<file path="src/adc_host_pkg.sv">
// Constants, device register map and helpers for the converter host controller
//
// Operation
// - Wait 0.1 us after enable before run.
// - Never set enable and run together.
// - Change divider/length only with run clear.
// - Never set run during a conversion.
// - Write zero to mode bits 2,5,6.
// - Change resolution only when fully stopped.
// - Read result before rewriting mode or channel.
// - Rewrite channel only with run clear.
// - Keep channel register bits 7:3 zero.
// - Configure analog pin input and analog first.
package adc_host_pkg;

	// --------------------------------------------------------------
	// Device register map
	// --------------------------------------------------------------
	localparam int             DEV_AW     = 20;
	localparam logic [19:0]    GATE_ADDR  = 20'hf00f0;
	localparam logic [19:0]    MODE_ADDR  = 20'hfff30;
	localparam logic [19:0]    RES_ADDR   = 20'hf0010;
	localparam logic [19:0]    RESL_ADDR  = 20'hfff1e;
	localparam logic [19:0]    CHAN_ADDR  = 20'hfff31;
	localparam logic [7:0]     GATE_MASK  = 8'h20;
	localparam int             RUN_BIT    = 7;
	localparam int             DIVH_BIT   = 4;
	localparam int             DIVL_BIT   = 3;
	localparam int             LEN_BIT    = 1;
	localparam int             CE_BIT     = 0;
	localparam logic [7:0]     MODE_RSVD  = 8'h64;
	localparam logic [7:0]     CHAN_RSVD  = 8'hf8;

	// --------------------------------------------------------------
	// Timing
	// --------------------------------------------------------------
	localparam int             CLK_MHZ      = 200;
	localparam int             STAB_TIME_NS = 100;
	localparam logic [7:0]     STAB_CYCLES  = 8'((STAB_TIME_NS * CLK_MHZ + 999) / 1000);

	// --------------------------------------------------------------
	// Own registers on the AXI4-Lite side
	// --------------------------------------------------------------
	localparam logic [7:0]     CTRL_OFF       = 8'h00;
	localparam logic [7:0]     STAT_OFF       = 8'h04;
	localparam logic [7:0]     RSLT_OFF       = 8'h08;
	localparam int             CTRL_START_BIT = 0;
	localparam int             CTRL_ABORT_BIT = 1;
	localparam int             CTRL_CHAN_LSB  = 4;
	localparam int             CTRL_RES_BIT   = 8;
	localparam int             CTRL_DIV_LSB   = 12;
	localparam int             CTRL_LEN_BIT   = 16;
	localparam logic [1:0]     RESP_OKAY      = 2'b00;
	localparam logic [1:0]     RESP_SLVERR    = 2'b10;

	// Mode byte with reserved positions always zero
	function automatic logic [7:0] mode_byte(input logic run, input logic ce,
		input logic [1:0] div, input logic len);
		logic [7:0] b;
		b = 8'h00;
		b[RUN_BIT] = run;
		b[DIVH_BIT] = div[1];
		b[DIVL_BIT] = div[0];
		b[LEN_BIT] = len;
		b[CE_BIT] = ce;
		return b;
	endfunction

	// Input 0 sits on port 0 bit 7, inputs 1..7 on port 1 bits 0..6
	function automatic logic [7:0] pin_mask(input logic [2:0] ch);
		logic [7:0] m;
		m = (ch == 3'h0) ? 8'h80 : (8'h01 << (ch - 3'h1));
		return m;
	endfunction

endpackage

</file>
<file path="src/dev_bus_if.sv">
// Request/answer channel between the sequencer and the device bus engine
interface dev_bus_if;
	import adc_host_pkg::*;
	logic              req;
	logic              we;
	logic [DEV_AW-1:0] addr;
	logic [7:0]        wdata;
	logic              ack;
	logic [7:0]        rdata;
	modport master (output req, output we, output addr, output wdata, input ack, input rdata);
	modport slave  (input req, input we, input addr, input wdata, output ack, output rdata);
endinterface

</file>
<file path="src/dev_bus_engine.sv">
// Single-access engine that drives the device's register pins
module dev_bus_engine
	import adc_host_pkg::*;
(
	// Clock and reset
	input  wire logic                  aclk,
	input  wire logic                  aresetn,
	// Sequencer side
	dev_bus_if.slave                   bus,
	// Device register pins
	output logic [adc_host_pkg::DEV_AW-1:0] dev_addr,
	output logic [7:0]                 dev_wdata,
	output logic                       dev_we,
	output logic                       dev_re,
	input  wire logic [7:0]            dev_rdata
);
	import adc_host_pkg::*;

	typedef enum logic [1:0] {
		E_IDLE   = 2'b00,
		E_STROBE = 2'b01,
		E_SETTLE = 2'b10,
		E_ACK    = 2'b11
	} eng_state_t;

	eng_state_t        state_ff;
	eng_state_t        nxt_state;
	logic [DEV_AW-1:0] addr_ff;
	logic [7:0]        wdata_ff;
	logic              we_ff;
	logic              re_ff;
	logic [7:0]        rdata_ff;
	wire               launch = (state_ff == E_IDLE) && bus.req;

	always_comb
	begin
		case (state_ff)
			E_IDLE:   nxt_state = bus.req ? E_STROBE : E_IDLE;
			E_STROBE: nxt_state = E_SETTLE;
			E_SETTLE: nxt_state = E_ACK;
			E_ACK:    nxt_state = E_IDLE;
			default:  nxt_state = E_IDLE;
		endcase
	end

	// --------------------------------------------------------------
	// Strobes stand for exactly one cycle; read data is taken one
	// cycle after the read strobe
	// --------------------------------------------------------------
	always_ff @(posedge aclk)
	begin
		if (!aresetn)
		begin
			state_ff <= E_IDLE;
			addr_ff  <= '0;
			wdata_ff <= 8'h00;
			we_ff    <= 1'b0;
			re_ff    <= 1'b0;
			rdata_ff <= 8'h00;
		end
		else
		begin
			state_ff <= nxt_state;
			we_ff    <= launch && bus.we;
			re_ff    <= launch && !bus.we;
			if (launch)
			begin
				addr_ff  <= bus.addr;
				wdata_ff <= bus.wdata;
			end
			if (state_ff == E_SETTLE)
				rdata_ff <= dev_rdata;
		end
	end

	assign bus.ack   = (state_ff == E_ACK);
	assign bus.rdata = rdata_ff;
	assign dev_addr  = addr_ff;
	assign dev_wdata = wdata_ff;
	assign dev_we    = we_ff;
	assign dev_re    = re_ff;

endmodule

</file>
<file path="src/adc_host_ctrl.sv">
// Host controller that runs single conversions on the converter via its registers
//
// The implementer's own choice: the AXI4-Lite slave port.
module adc_host_ctrl
	import adc_host_pkg::*;
#(
	parameter int                AXI_AW      = 8,
	parameter logic [19:0]       RESH_ADDR   = 20'hfff1f,
	parameter logic [19:0]       P0_DIR_ADDR = 20'hfff20,
	parameter logic [19:0]       P1_DIR_ADDR = 20'hfff21,
	parameter logic [19:0]       P0_ANA_ADDR = 20'hf0060,
	parameter logic [19:0]       P1_ANA_ADDR = 20'hf0061
)
(
	// Clock and reset
	input  wire logic              aclk,
	input  wire logic              aresetn,
	// AXI4-Lite write channels
	input  wire logic [AXI_AW-1:0] s_axi_awaddr,
	input  wire logic              s_axi_awvalid,
	output logic                   s_axi_awready,
	input  wire logic [31:0]       s_axi_wdata,
	input  wire logic [3:0]        s_axi_wstrb,
	input  wire logic              s_axi_wvalid,
	output logic                   s_axi_wready,
	output logic [1:0]             s_axi_bresp,
	output logic                   s_axi_bvalid,
	input  wire logic              s_axi_bready,
	// AXI4-Lite read channels
	input  wire logic [AXI_AW-1:0] s_axi_araddr,
	input  wire logic              s_axi_arvalid,
	output logic                   s_axi_arready,
	output logic [31:0]            s_axi_rdata,
	output logic [1:0]             s_axi_rresp,
	output logic                   s_axi_rvalid,
	input  wire logic              s_axi_rready,
	// Device register pins and finish interrupt
	output logic [adc_host_pkg::DEV_AW-1:0] dev_addr,
	output logic [7:0]             dev_wdata,
	output logic                   dev_we,
	output logic                   dev_re,
	input  wire logic [7:0]        dev_rdata,
	input  wire logic              conv_done_irq
);
	import adc_host_pkg::*;

	typedef enum logic [3:0] {
		S_IDLE  = 4'b0000,
		S_GATE  = 4'b0001,
		S_DIR   = 4'b0010,
		S_ANA   = 4'b0011,
		S_MODE0 = 4'b0100,
		S_RES   = 4'b0101,
		S_CHAN  = 4'b0110,
		S_CEON  = 4'b0111,
		S_STAB  = 4'b1000,
		S_RUN   = 4'b1001,
		S_WAIT  = 4'b1010,
		S_RDH   = 4'b1011,
		S_RDL   = 4'b1100,
		S_ABORT = 4'b1101
	} seq_state_t;

	dev_bus_if bus ();

	dev_bus_engine u_engine (
		.aclk      (aclk),
		.aresetn   (aresetn),
		.bus       (bus.slave),
		.dev_addr  (dev_addr),
		.dev_wdata (dev_wdata),
		.dev_we    (dev_we),
		.dev_re    (dev_re),
		.dev_rdata (dev_rdata)
	);

	// --------------------------------------------------------------
	// AXI4-Lite slave
	// --------------------------------------------------------------
	logic        bvalid_ff;
	logic [1:0]  bresp_ff;
	logic        rvalid_ff;
	logic [31:0] rdata_ff;
	logic [1:0]  rresp_ff;
	logic [2:0]  cfg_chan_ff;
	logic        cfg_res_ff;
	logic [1:0]  cfg_div_ff;
	logic        cfg_len_ff;
	logic        done_ff;
	logic        aborted_ff;
	logic        abort_pend_ff;
	logic [9:0]  result_ff;
	seq_state_t  state_ff;
	seq_state_t  nxt_state;

	function automatic logic own_reg(input logic [7:0] a);
		return (a == CTRL_OFF) || (a == STAT_OFF) || (a == RSLT_OFF);
	endfunction

	wire         wr_go    = s_axi_awvalid && s_axi_wvalid && !bvalid_ff;
	wire [7:0]   waddr    = 8'(s_axi_awaddr);
	wire [7:0]   raddr    = 8'(s_axi_araddr);
	wire         wr_ctrl  = wr_go && (waddr == CTRL_OFF);
	wire         wr_known = own_reg(waddr);
	wire         rd_known = own_reg(raddr);
	wire         ar_go    = s_axi_arvalid && !rvalid_ff;
	wire         idle     = (state_ff == S_IDLE);
	wire         start    = wr_ctrl && s_axi_wstrb[0] && s_axi_wdata[CTRL_START_BIT] && idle;
	wire         abort    = wr_ctrl && s_axi_wstrb[0] && s_axi_wdata[CTRL_ABORT_BIT] && !idle;
	wire [31:0]  ctrl_word = {15'h0, cfg_len_ff, 2'h0, cfg_div_ff, 3'h0, cfg_res_ff,
		1'b0, cfg_chan_ff, 4'h0};
	wire [31:0]  stat_word = {29'h0, aborted_ff, done_ff, !idle};
	wire [31:0]  rd_word  = (raddr == CTRL_OFF) ? ctrl_word :
		(raddr == STAT_OFF) ? stat_word :
		(raddr == RSLT_OFF) ? {22'h0, result_ff} : 32'h0;

	assign s_axi_awready = wr_go;
	assign s_axi_wready  = wr_go;
	assign s_axi_bvalid  = bvalid_ff;
	assign s_axi_bresp   = bresp_ff;
	assign s_axi_arready = !rvalid_ff;
	assign s_axi_rvalid  = rvalid_ff;
	assign s_axi_rdata   = rdata_ff;
	assign s_axi_rresp   = rresp_ff;

	always_ff @(posedge aclk)
	begin
		if (!aresetn)
		begin
			bvalid_ff <= 1'b0;
			bresp_ff  <= RESP_OKAY;
			rvalid_ff <= 1'b0;
			rdata_ff  <= 32'h0;
			rresp_ff  <= RESP_OKAY;
		end
		else
		begin
			bvalid_ff <= wr_go || (bvalid_ff && !s_axi_bready);
			if (wr_go)
				bresp_ff <= wr_known ? RESP_OKAY : RESP_SLVERR;
			rvalid_ff <= ar_go || (rvalid_ff && !s_axi_rready);
			if (ar_go)
			begin
				rdata_ff <= rd_word;
				rresp_ff <= rd_known ? RESP_OKAY : RESP_SLVERR;
			end
		end
	end

	// --------------------------------------------------------------
	// Configuration only moves while idle, so divider, length,
	// resolution and channel never change under a running conversion
	// --------------------------------------------------------------
	always_ff @(posedge aclk)
	begin
		if (!aresetn)
		begin
			cfg_chan_ff <= 3'h0;
			cfg_res_ff  <= 1'b0;
			cfg_div_ff  <= 2'h0;
			cfg_len_ff  <= 1'b0;
		end
		else if (wr_ctrl && idle)
		begin
			if (s_axi_wstrb[0])
				cfg_chan_ff <= s_axi_wdata[CTRL_CHAN_LSB +: 3];
			if (s_axi_wstrb[1])
			begin
				cfg_res_ff <= s_axi_wdata[CTRL_RES_BIT];
				cfg_div_ff <= s_axi_wdata[CTRL_DIV_LSB +: 2];
			end
			if (s_axi_wstrb[2])
				cfg_len_ff <= s_axi_wdata[CTRL_LEN_BIT];
		end
	end

	// --------------------------------------------------------------
	// Conversion sequencer
	// --------------------------------------------------------------
	logic [7:0]  stab_cnt_ff;
	logic        req;
	logic        we;
	logic [19:0] addr;
	logic [7:0]  wdata;
	wire  [7:0]  pmask = pin_mask(cfg_chan_ff);
	wire         ch0   = (cfg_chan_ff == 3'h0);
	wire         ack   = bus.ack;
	logic [7:0]  mode_sh_ff;
	logic        ports_ok_ff;
	logic [7:0]  since_ce_ff;
	wire         wr_acc  = req && we && ack;
	wire         wr_mode = wr_acc && (addr == MODE_ADDR);

	assign req = (state_ff != S_IDLE) && (state_ff != S_STAB) && (state_ff != S_WAIT);
	assign we  = (state_ff != S_RDH) && (state_ff != S_RDL);

	always_comb
	begin
		case (state_ff)
			S_GATE:  addr = GATE_ADDR;
			S_DIR:   addr = ch0 ? P0_DIR_ADDR : P1_DIR_ADDR;
			S_ANA:   addr = ch0 ? P0_ANA_ADDR : P1_ANA_ADDR;
			S_RES:   addr = RES_ADDR;
			S_CHAN:  addr = CHAN_ADDR;
			S_RDH:   addr = RESH_ADDR;
			S_RDL:   addr = RESL_ADDR;
			default: addr = MODE_ADDR;
		endcase
	end

	always_comb
	begin
		case (state_ff)
			S_GATE:  wdata = GATE_MASK;
			S_DIR:   wdata = pmask;
			S_ANA:   wdata = pmask;
			S_MODE0: wdata = mode_byte(1'b0, 1'b0, cfg_div_ff, cfg_len_ff);
			S_RES:   wdata = {7'h0, cfg_res_ff};
			S_CHAN:  wdata = {5'h0, cfg_chan_ff};
			S_CEON:  wdata = mode_byte(1'b0, 1'b1, cfg_div_ff, cfg_len_ff);
			S_RUN:   wdata = mode_byte(1'b1, 1'b1, cfg_div_ff, cfg_len_ff);
			S_ABORT: wdata = mode_byte(1'b0, 1'b1, cfg_div_ff, cfg_len_ff);
			default: wdata = 8'h00;
		endcase
	end

	assign bus.req   = req;
	assign bus.we    = we;
	assign bus.addr  = addr;
	assign bus.wdata = wdata;

	always_comb
	begin
		nxt_state = state_ff;
		case (state_ff)
			S_IDLE:  nxt_state = start ? S_GATE : S_IDLE;
			S_GATE:  nxt_state = ack ? S_DIR : S_GATE;
			S_DIR:   nxt_state = ack ? S_ANA : S_DIR;
			S_ANA:   nxt_state = ack ? S_MODE0 : S_ANA;
			S_MODE0: nxt_state = ack ? S_RES : S_MODE0;
			S_RES:   nxt_state = ack ? S_CHAN : S_RES;
			S_CHAN:  nxt_state = ack ? S_CEON : S_CHAN;
			S_CEON:  nxt_state = ack ? S_STAB : S_CEON;
			S_STAB:  nxt_state = (stab_cnt_ff == 8'h00) ? S_RUN : S_STAB;
			S_RUN:   nxt_state = ack ? S_WAIT : S_RUN;
			// A finish seen together with an abort keeps the result
			S_WAIT:  nxt_state = conv_done_irq ? S_RDH : (abort_pend_ff ? S_ABORT : S_WAIT);
			S_RDH:   nxt_state = ack ? S_RDL : S_RDH;
			S_RDL:   nxt_state = ack ? S_IDLE : S_RDL;
			S_ABORT: nxt_state = ack ? S_IDLE : S_ABORT;
			default: nxt_state = S_IDLE;
		endcase
	end

	always_ff @(posedge aclk)
	begin
		if (!aresetn)
		begin
			state_ff      <= S_IDLE;
			stab_cnt_ff   <= 8'h00;
			abort_pend_ff <= 1'b0;
			done_ff       <= 1'b0;
			aborted_ff    <= 1'b0;
			result_ff     <= 10'h000;
			mode_sh_ff    <= 8'h00;
			ports_ok_ff   <= 1'b0;
			since_ce_ff   <= 8'h00;
		end
		else
		begin
			state_ff <= nxt_state;
			if (state_ff == S_CEON)
				stab_cnt_ff <= STAB_CYCLES;
			else if (stab_cnt_ff != 8'h00)
				stab_cnt_ff <= stab_cnt_ff - 8'h01;
			abort_pend_ff <= abort || (abort_pend_ff && !idle);
			// Hardware set wins over the clear by a new start
			done_ff    <= (state_ff == S_RDL && ack) || (done_ff && !start);
			aborted_ff <= (state_ff == S_ABORT && ack) || (aborted_ff && !start);
			if (state_ff == S_RDH && ack)
				result_ff[9:2] <= bus.rdata;
			if (state_ff == S_RDL && ack)
				result_ff[1:0] <= cfg_res_ff ? 2'b00 : bus.rdata[7:6];
			// Shadow of what the device holds, for the checks below
			if (wr_mode)
				mode_sh_ff <= wdata;
			else if (conv_done_irq)
				mode_sh_ff[RUN_BIT] <= 1'b0;
			ports_ok_ff <= (state_ff == S_ANA && ack) || (ports_ok_ff && !start);
			if (wr_mode && wdata[CE_BIT] && !mode_sh_ff[CE_BIT])
				since_ce_ff <= 8'h00;
			else if (since_ce_ff != 8'hff)
				since_ce_ff <= since_ce_ff + 8'h01;
		end
	end

	// --------------------------------------------------------------
	// Checks on how the device is driven
	// --------------------------------------------------------------
	property p_stab_wait;
		@(posedge aclk) disable iff (!aresetn)
		(wr_mode && wdata[RUN_BIT]) |-> (since_ce_ff >= STAB_CYCLES);
	endproperty
	a_stab_wait: assert property (p_stab_wait)
		else $error("run set before comparator settled");
	property p_ce_first;
		@(posedge aclk) disable iff (!aresetn)
		(wr_mode && wdata[RUN_BIT]) |-> mode_sh_ff[CE_BIT];
	endproperty
	a_ce_first: assert property (p_ce_first)
		else $error("enable and run set in one write");
	property p_div_stable;
		@(posedge aclk) disable iff (!aresetn)
		(wr_mode && (wdata[RUN_BIT] != mode_sh_ff[RUN_BIT]))
			|-> (wdata[DIVH_BIT:DIVL_BIT] == mode_sh_ff[DIVH_BIT:DIVL_BIT])
			&& (wdata[LEN_BIT] == mode_sh_ff[LEN_BIT]);
	endproperty
	a_div_stable: assert property (p_div_stable)
		else $error("divider or length changed with run");
	property p_no_restart;
		@(posedge aclk) disable iff (!aresetn)
		(wr_mode && wdata[RUN_BIT]) |-> !mode_sh_ff[RUN_BIT];
	endproperty
	a_no_restart: assert property (p_no_restart)
		else $error("run set during a conversion");
	property p_mode_rsvd;
		@(posedge aclk) disable iff (!aresetn)
		wr_mode |-> ((wdata & MODE_RSVD) == 8'h00);
	endproperty
	a_mode_rsvd: assert property (p_mode_rsvd)
		else $error("reserved mode bits written as one");
	property p_res_stopped;
		@(posedge aclk) disable iff (!aresetn)
		(wr_acc && addr == RES_ADDR) |-> !mode_sh_ff[RUN_BIT] && !mode_sh_ff[CE_BIT];
	endproperty
	a_res_stopped: assert property (p_res_stopped)
		else $error("resolution written while not stopped");
	property p_read_first;
		@(posedge aclk) disable iff (!aresetn)
		(state_ff == S_WAIT && conv_done_irq)
			|=> (req && !we && addr == RESH_ADDR) [*3] ##1 (req && !we && addr == RESH_ADDR && ack);
	endproperty
	a_read_first: assert property (p_read_first)
		else $error("result not read first after finish");
	property p_chan_idle;
		@(posedge aclk) disable iff (!aresetn)
		(wr_acc && addr == CHAN_ADDR) |-> !mode_sh_ff[RUN_BIT];
	endproperty
	a_chan_idle: assert property (p_chan_idle)
		else $error("channel written while converting");
	property p_chan_rsvd;
		@(posedge aclk) disable iff (!aresetn)
		(wr_acc && addr == CHAN_ADDR) |-> ((wdata & CHAN_RSVD) == 8'h00);
	endproperty
	a_chan_rsvd: assert property (p_chan_rsvd)
		else $error("upper channel bits written as one");
	property p_pins_ready;
		@(posedge aclk) disable iff (!aresetn)
		(wr_mode && wdata[RUN_BIT]) |-> ports_ok_ff;
	endproperty
	a_pins_ready: assert property (p_pins_ready)
		else $error("run set before pin configured analog");

endmodule

</file>
<file path="config.mk">
export PLATFORM = sky130hd
export DESIGN_NAME = adc_host_ctrl
export DESIGN_NICKNAME = d
export VERILOG_FILES = /design/src/adc_host_pkg.sv /design/src/dev_bus_if.sv /design/src/dev_bus_engine.sv /design/src/adc_host_ctrl.sv
export SDC_FILE = /design/constraint.sdc
export NUM_CORES = 1
export LEC_CHECK = 0
export BUFFER_PORTS_ARGS = -buffer_cell sky130_fd_sc_hd__buf_2
export CAP_MARGIN = 10
export CORE_MARGIN = 5
export CORE_UTILIZATION = 55
export CTS_BUF_LIST = sky130_fd_sc_hd__clkbuf_8
export CTS_CLUSTER_DIAMETER = 50
export DETAILED_ROUTE_END_ITERATION = 10
export GPL_TIMING_DRIVEN = 0
export PLACE_DENSITY = 0.88
export SLEW_MARGIN = 5
export SYNTH_ARGS = -nofsm -noshare
export SYNTH_HDL_FRONTEND = slang
export SYNTH_SLANG_ARGS = --single-unit
</file>
<file path="constraint.sdc">
create_clock -name aclk -period 2.6 [get_ports aclk]
set_input_delay 0.13 -clock aclk [delete_from_list [all_inputs] [get_ports aclk]]
set_output_delay 0.13 -clock aclk [all_outputs]
set_load 0.02 [all_outputs]
</file>
# After elaboration in Yosys (flattened, before gate mapping)
# Cells that the tools add are included.
[classes] add_sub_neg=2 eq_ne=24 n_shift=1 muxes=31 bitwise_logic=1 n_reduce_logical=55
[op_table] cell="16-bit case mux with 7 select lines" n=1
[op_table] cell="4-bit case mux with 14 select lines" n=1
[op_table] cell="8-bit case mux with 7 select lines" n=1
[op_table] cell="4-bit equality test (second input constant)" n=6
[op_table] cell="1-bit logical AND" n=24
[op_table] cell="8-bit zero test" n=3
[op_table] cell="10-bit 2-to-1 mux" n=2
[op_table] cell="17-bit 2-to-1 mux" n=1
[op_table] cell="4-bit by 3-bit equality test with 1-bit output (second input constant)" n=4
[op_table] cell="8-bit by 3-bit equality test with 1-bit output (second input constant)" n=2
[op_table] cell="8-bit by 4-bit equality test with 1-bit output (second input constant)" n=2
[op_table] cell="4-bit inequality test (second input constant)" n=4
[op_table] cell="2-bit 2-to-1 mux" n=6
[op_table] cell="3-bit 2-to-1 mux" n=4
[op_table] cell="4-bit 2-to-1 mux" n=3
[op_table] cell="5-bit 2-to-1 mux" n=2
[op_table] cell="1-bit logical OR" n=9
[op_table] cell="4-bit by 2-bit equality test with 1-bit output (second input constant)" n=2
[op_table] cell="1-bit 2-to-1 mux" n=8
[op_table] cell="8-bit 2-to-1 mux" n=1
[op_table] cell="2-bit case mux with 4 select lines" n=1
[op_table] cell="8-bit nonzero test" n=1
[op_table] cell="1-bit by 3-bit left shift with 8-bit output (first input constant)" n=1
[op_table] cell="8-bit by 1-bit subtractor with 8-bit output (second input constant)" n=1
[op_table] cell="other kinds (13)" n=24
[word_totals] register_bits=110 in_bits=68

# Longest topological paths before layout
[depth] ltp_word=9 ltp_mapped=7 ltp_nobuf=6

# Cells and area by module
# From an unflattened synthesis, not the netlist that was laid out.
[unflattened] cells_unflattened=512 area_unflattened_um2=4356.7
[modules_own_cells] module="adc_host_ctrl" n_inst=1 cells_each=341 area_each_um2=2785.2 seq_area_each_um2=980.9
[modules_own_cells] module="dev_bus_engine" n_inst=1 cells_each=171 area_each_um2=1571.5 seq_area_each_um2=800.8

# Worst setup path after synthesis
# No wires, ideal clock.
[synth_path] kind="register to register" from="register u_engine.state_ff[1]" to="register result_ff[2]" arrival_time_ns=1.437 required_time_ns=2.472 slack_ns=1.035 stages_incl_launch_ff=7 synth_period_minus_slack_ns=1.565 cell_sequence="dfxtp_1 ha_1 clkbuf_1 nand2_4 nor3_4 mux2i_1 nor2_1"
[synth_via] elab_chain_cells=2
[synth_lines] element="from (decl)" line_no="dev_bus_engine.sv:26" text="eng_state_t state_ff;"
[synth_lines] element="from (signal assigned)" line_no="dev_bus_engine.sv:63" text="state_ff <= nxt_state;"
[synth_lines] element="2-bit equality test" line_no="dev_bus_engine.sv:76" text="assign bus.ack = (state_ff == E_ACK);"
[synth_lines] element="1-bit logical AND" line_no="adc_host_ctrl.sv:280" text="if (state_ff == S_RDH && ack)"
[synth_lines] element="to (signal assigned)" line_no="adc_host_ctrl.sv:281" text="result_ff[9:2] <= bus.rdata;"
[synth_lines] element="to (decl)" line_no="adc_host_ctrl.sv:92" text="logic [9:0] result_ff;"
# Every way passes these cells.
# A chain may end at the register's enable or synchronous reset.

# Worst setup path after layout
[layout_path] from="register u_engine.state_ff[1]" to="register result_ff[4]"
# The elaborated chain is that of the path after synthesis.

==> results.tsv <==
metric	value	unit
Seq cells post-synth	77	
Tot GR Track Use	0.246	
ys async rst share	0	
fin nets	655	
switch share	0.303	
Seq pwr share	0.474	
DRT antenna net count	0	
first-pass GRT wire length	16.7	mm
WL/cell	15.5	um
Iter 0 DRT Violations	210	
Worst setup EP type	register	
Clk network pwr share	0.340	
synth top area cells	dfxtp_1 (41%), buf_4 (7.4%), nor2_1 (5.8%), nand2_1 (5.2%), mux2i_1 (5.1%)	
layout cell share with drive strength beyond 1	0.276	
VDD IR-drop max	0.443	mV
main flop type after synthesis	dfxtp_1	
register area share after synthesis	0.412	
Seq. cell area	1540	um^2
ant diodes	0	
R2R Setup Slk	700	ps
vias in the first global route	3547	
Die Wd	92.5	um
I/O pin total	139	
critical path type	reg2reg	
status	finished, final reports clean	
Avg Vias per Cell	5.49	
Reg-to-Reg End	result_ff[4]	
crit path DAT	2130	ps
Setup Skew	6.47	ps
Hold Vio Cnt, Final	0	
Comb pwr share	0.186	
static leakage	0.00209	uW
Worst setup SP type	register	
Synth cell types	51	
GRT Residual Overflow	0	
area of the multi-input gates	1850	um^2
Layout Cells excl Fill	667	
CTS tree	built	
hold crit path type	in2reg	
Placed Cells incl. Taps	642	
top-area cell type share of the netlist area	0.412	
RSZ-0062 raised after global routing	no	
Post-CTS Setup Inserts	0	
gpl congestion	0.930	
initial antenna violation count	0	
worst setup path start	u_engine.state_ff[1]	
FP Rows	30	
R2R Path Start	u_engine.state_ff[1]	
worst-skew pair later-pin latency	360	ps
Max Fclk	527	MHz
average cell area after synthesis	8.32	um^2
DP HPWL	7.61	mm
worst slew pin tran	689	ps
FF-to-FF path depth	6	
Final period util	0.730	
Post-synth EDFFs	0	
maximum net fanout on the critical path	8	
DIE AREA	8560	um^2
Internal Power	1920	uW
relative slew slack	0.541	
largest net degree at the start of global routing	16	
PwrDens	590	nW/um^2
MaxCap Viol Count	0	
Filler cells	566	
Total Wirelength	10.3	mm
drt pass-1 iters	5	
synthesized instance count	450	
cts bufs inserted	9	
end of the critical path	result_ff[4]	
Ys Warns	0	
Core Region	6720	um^2
Crit path required time	2830	ps
fin. max-slew vios	0	
Min Clock Period, post-route	1900	ps
initial core utilization	0.557	
leading area contributor after synthesis	dfxtp_1	
endpoints failing setup	0	
P&R area growth vs syn	24.9	%
number of H-tree levels	3	
Root Buffer Master	clkbuf_8	
sink count of the clock tree	77	
vias	3659	
sw power	837	uW
# DRC	0	
Die Height	92.5	um
clk buf depth	2	
setup_tns	0	ps
Cell Area, Synth	3740	um^2
post-cts gate resize count	0	
port bufs	92	
Clock Pin Slew Worst Setup and Hold Paths	90	ps
# hold bufs at CTS	8	
[worst min path at each step]
stage                                 end       startpoint  slack, ps  cells after the start
floorplan                    s_axi_rvalid     s_axi_rready        230                      1
global placement             s_axi_rvalid     s_axi_rready        320                      2
detailed placement           s_axi_rvalid     s_axi_rready        320                      2
CTS                         cfg_div_ff[1]  s_axi_wdata[13]          1                      3
global route               cfg_chan_ff[1]   s_axi_wdata[5]         10                      3
finish              u_engine.bus.rdata[3]     dev_rdata[3]         20                      3
[synthesized netlist by cell type (2+ instances only)]
master,instances
nor4_1,4
a31oi_1,3
xor2_1,6
o21ai_0,27
nand3_1,7
nand2_2,2
clkbuf_1,18
buf_4,37
buf_2,8
a222oi_1,2
a21oi_1,28
dfxtp_1,77
ha_1,5
and2_1,4
o2111ai_1,2
nand4_1,3
a211oi_1,6
nand3b_1,4
a32o_1,4
inv_1,11
nor3b_1,2
and3_1,3
nor2b_1,9
mux2i_1,19
xnor2_1,3
nor2_1,58
o31ai_2,2
a221oi_1,2
nor3_1,11
a32oi_1,5
a22oi_1,5
nand2b_1,3
nand2_1,52
[state kept, by name (all words and copies together) (netlist names), 2 cells and up]
name                flops
u_engine.dev_addr       8
state_ff                4
u_engine.dev_wdata      8
result_ff              10
u_engine.state_ff       2
stab_cnt_ff             8
u_engine.bus.rdata      8
s_axi_rdata            13
cfg_div_ff              2
cfg_chan_ff             3
[metrics by stage]
step	utilization	worst slack [ps]	power, uW	area (um^2)	hold WS, ps
after floorplan	-	1040	1710	3820	229
after global placement	0.652	801	1810	4380	318
after detailed placement	0.652	731	1830	4380	325
after CTS	0.695	715	2770	4670	1.18
after global routing	0.696	567	2900	4680	14.4
final	0.696	702	2760	4680	15.1
[critical path, cell delays in order (launching register included)]
cell and delay, ps:
dfxtp_1 390, ha_1 160, clkbuf_1 320, nand2_4 130
nor3_4 450, mux2i_1 260, nor2_1 70
[metal layers]
layer / vias to the layer above / GRT usage / wire, um
met1: 1699 / 0.290 / 4210
met2: 164 / 0.418 / 5040
met3: 29 / 0.0504 / 757
li1: 1767 / - / -
met4: 0 / 0.131 / 332
met5: - / 0 / 0
[power by group through the flow]
stage | Combinational, uW | Sequential, uW | Clock, uW
2_1_floorplan | 378 | 1330 | 0
3_3_place_gp | 479 | 1330 | 0
3_5_place_dp | 500 | 1330 | 0
4_1_cts | 512 | 1310 | 953
5_1_grt | 571 | 1310 | 1010
6_report | 514 | 1310 | 938
[placed cells by master (no fill, tap or decap), types with 3 or more instances in the layout]
cell	synthesis	routed
buf_2	8	100
dfxtp_1	77	77
nor2_1	58	58
nand2_1	52	52
buf_4	37	37
a21oi_1	28	28
o21ai_0	27	27
conb_1	1	21
mux2i_1	19	19
clkbuf_1	18	18
inv_1	11	11
nor3_1	11	11
nor2b_1	9	9
clkbuf_8	0	9
dlygate4sd3_1	0	9
nand3_1	7	7
xor2_1	6	6
a211oi_1	6	6
a22oi_1	5	5
a32oi_1	5	5
ha_1	5	5
nor4_1	4	4
a32o_1	4	4
nand3b_1	4	4
and2_1	4	4
and3_1	3	3
nand4_1	3	3
a31oi_1	3	3
nand2b_1	3	3
xnor2_1	3	3
[cell families (layout without fill, tap and decap cells)]
family,after synthesis,in the layout,synth area share
flops,77,77,0.412
fa+ha+maj,5,5,0.0167
buf+inv,75,192,0.115
other cells,1,21,0.00100
compound gates,93,93,0.160
mux,19,19,0.0508
simple gates,171,171,0.224
xor+xnor,9,9,0.0211
[final cells by class]
| type | instances | area share |
|---|---|---|
| buffer | 63 | 0.0824 |
| clock buffer | 9 | 0.0265 |
| clock inverter | 7 | 0.0177 |
| inverter | 12 | 0.00963 |
| multi-input combinational | 318 | 0.395 |
| sequential | 77 | 0.330 |
| tap | 80 | 0.0214 |
| timing repair buffer | 101 | 0.118 |
Note: power is estimated with default switching activity, not from simulation.
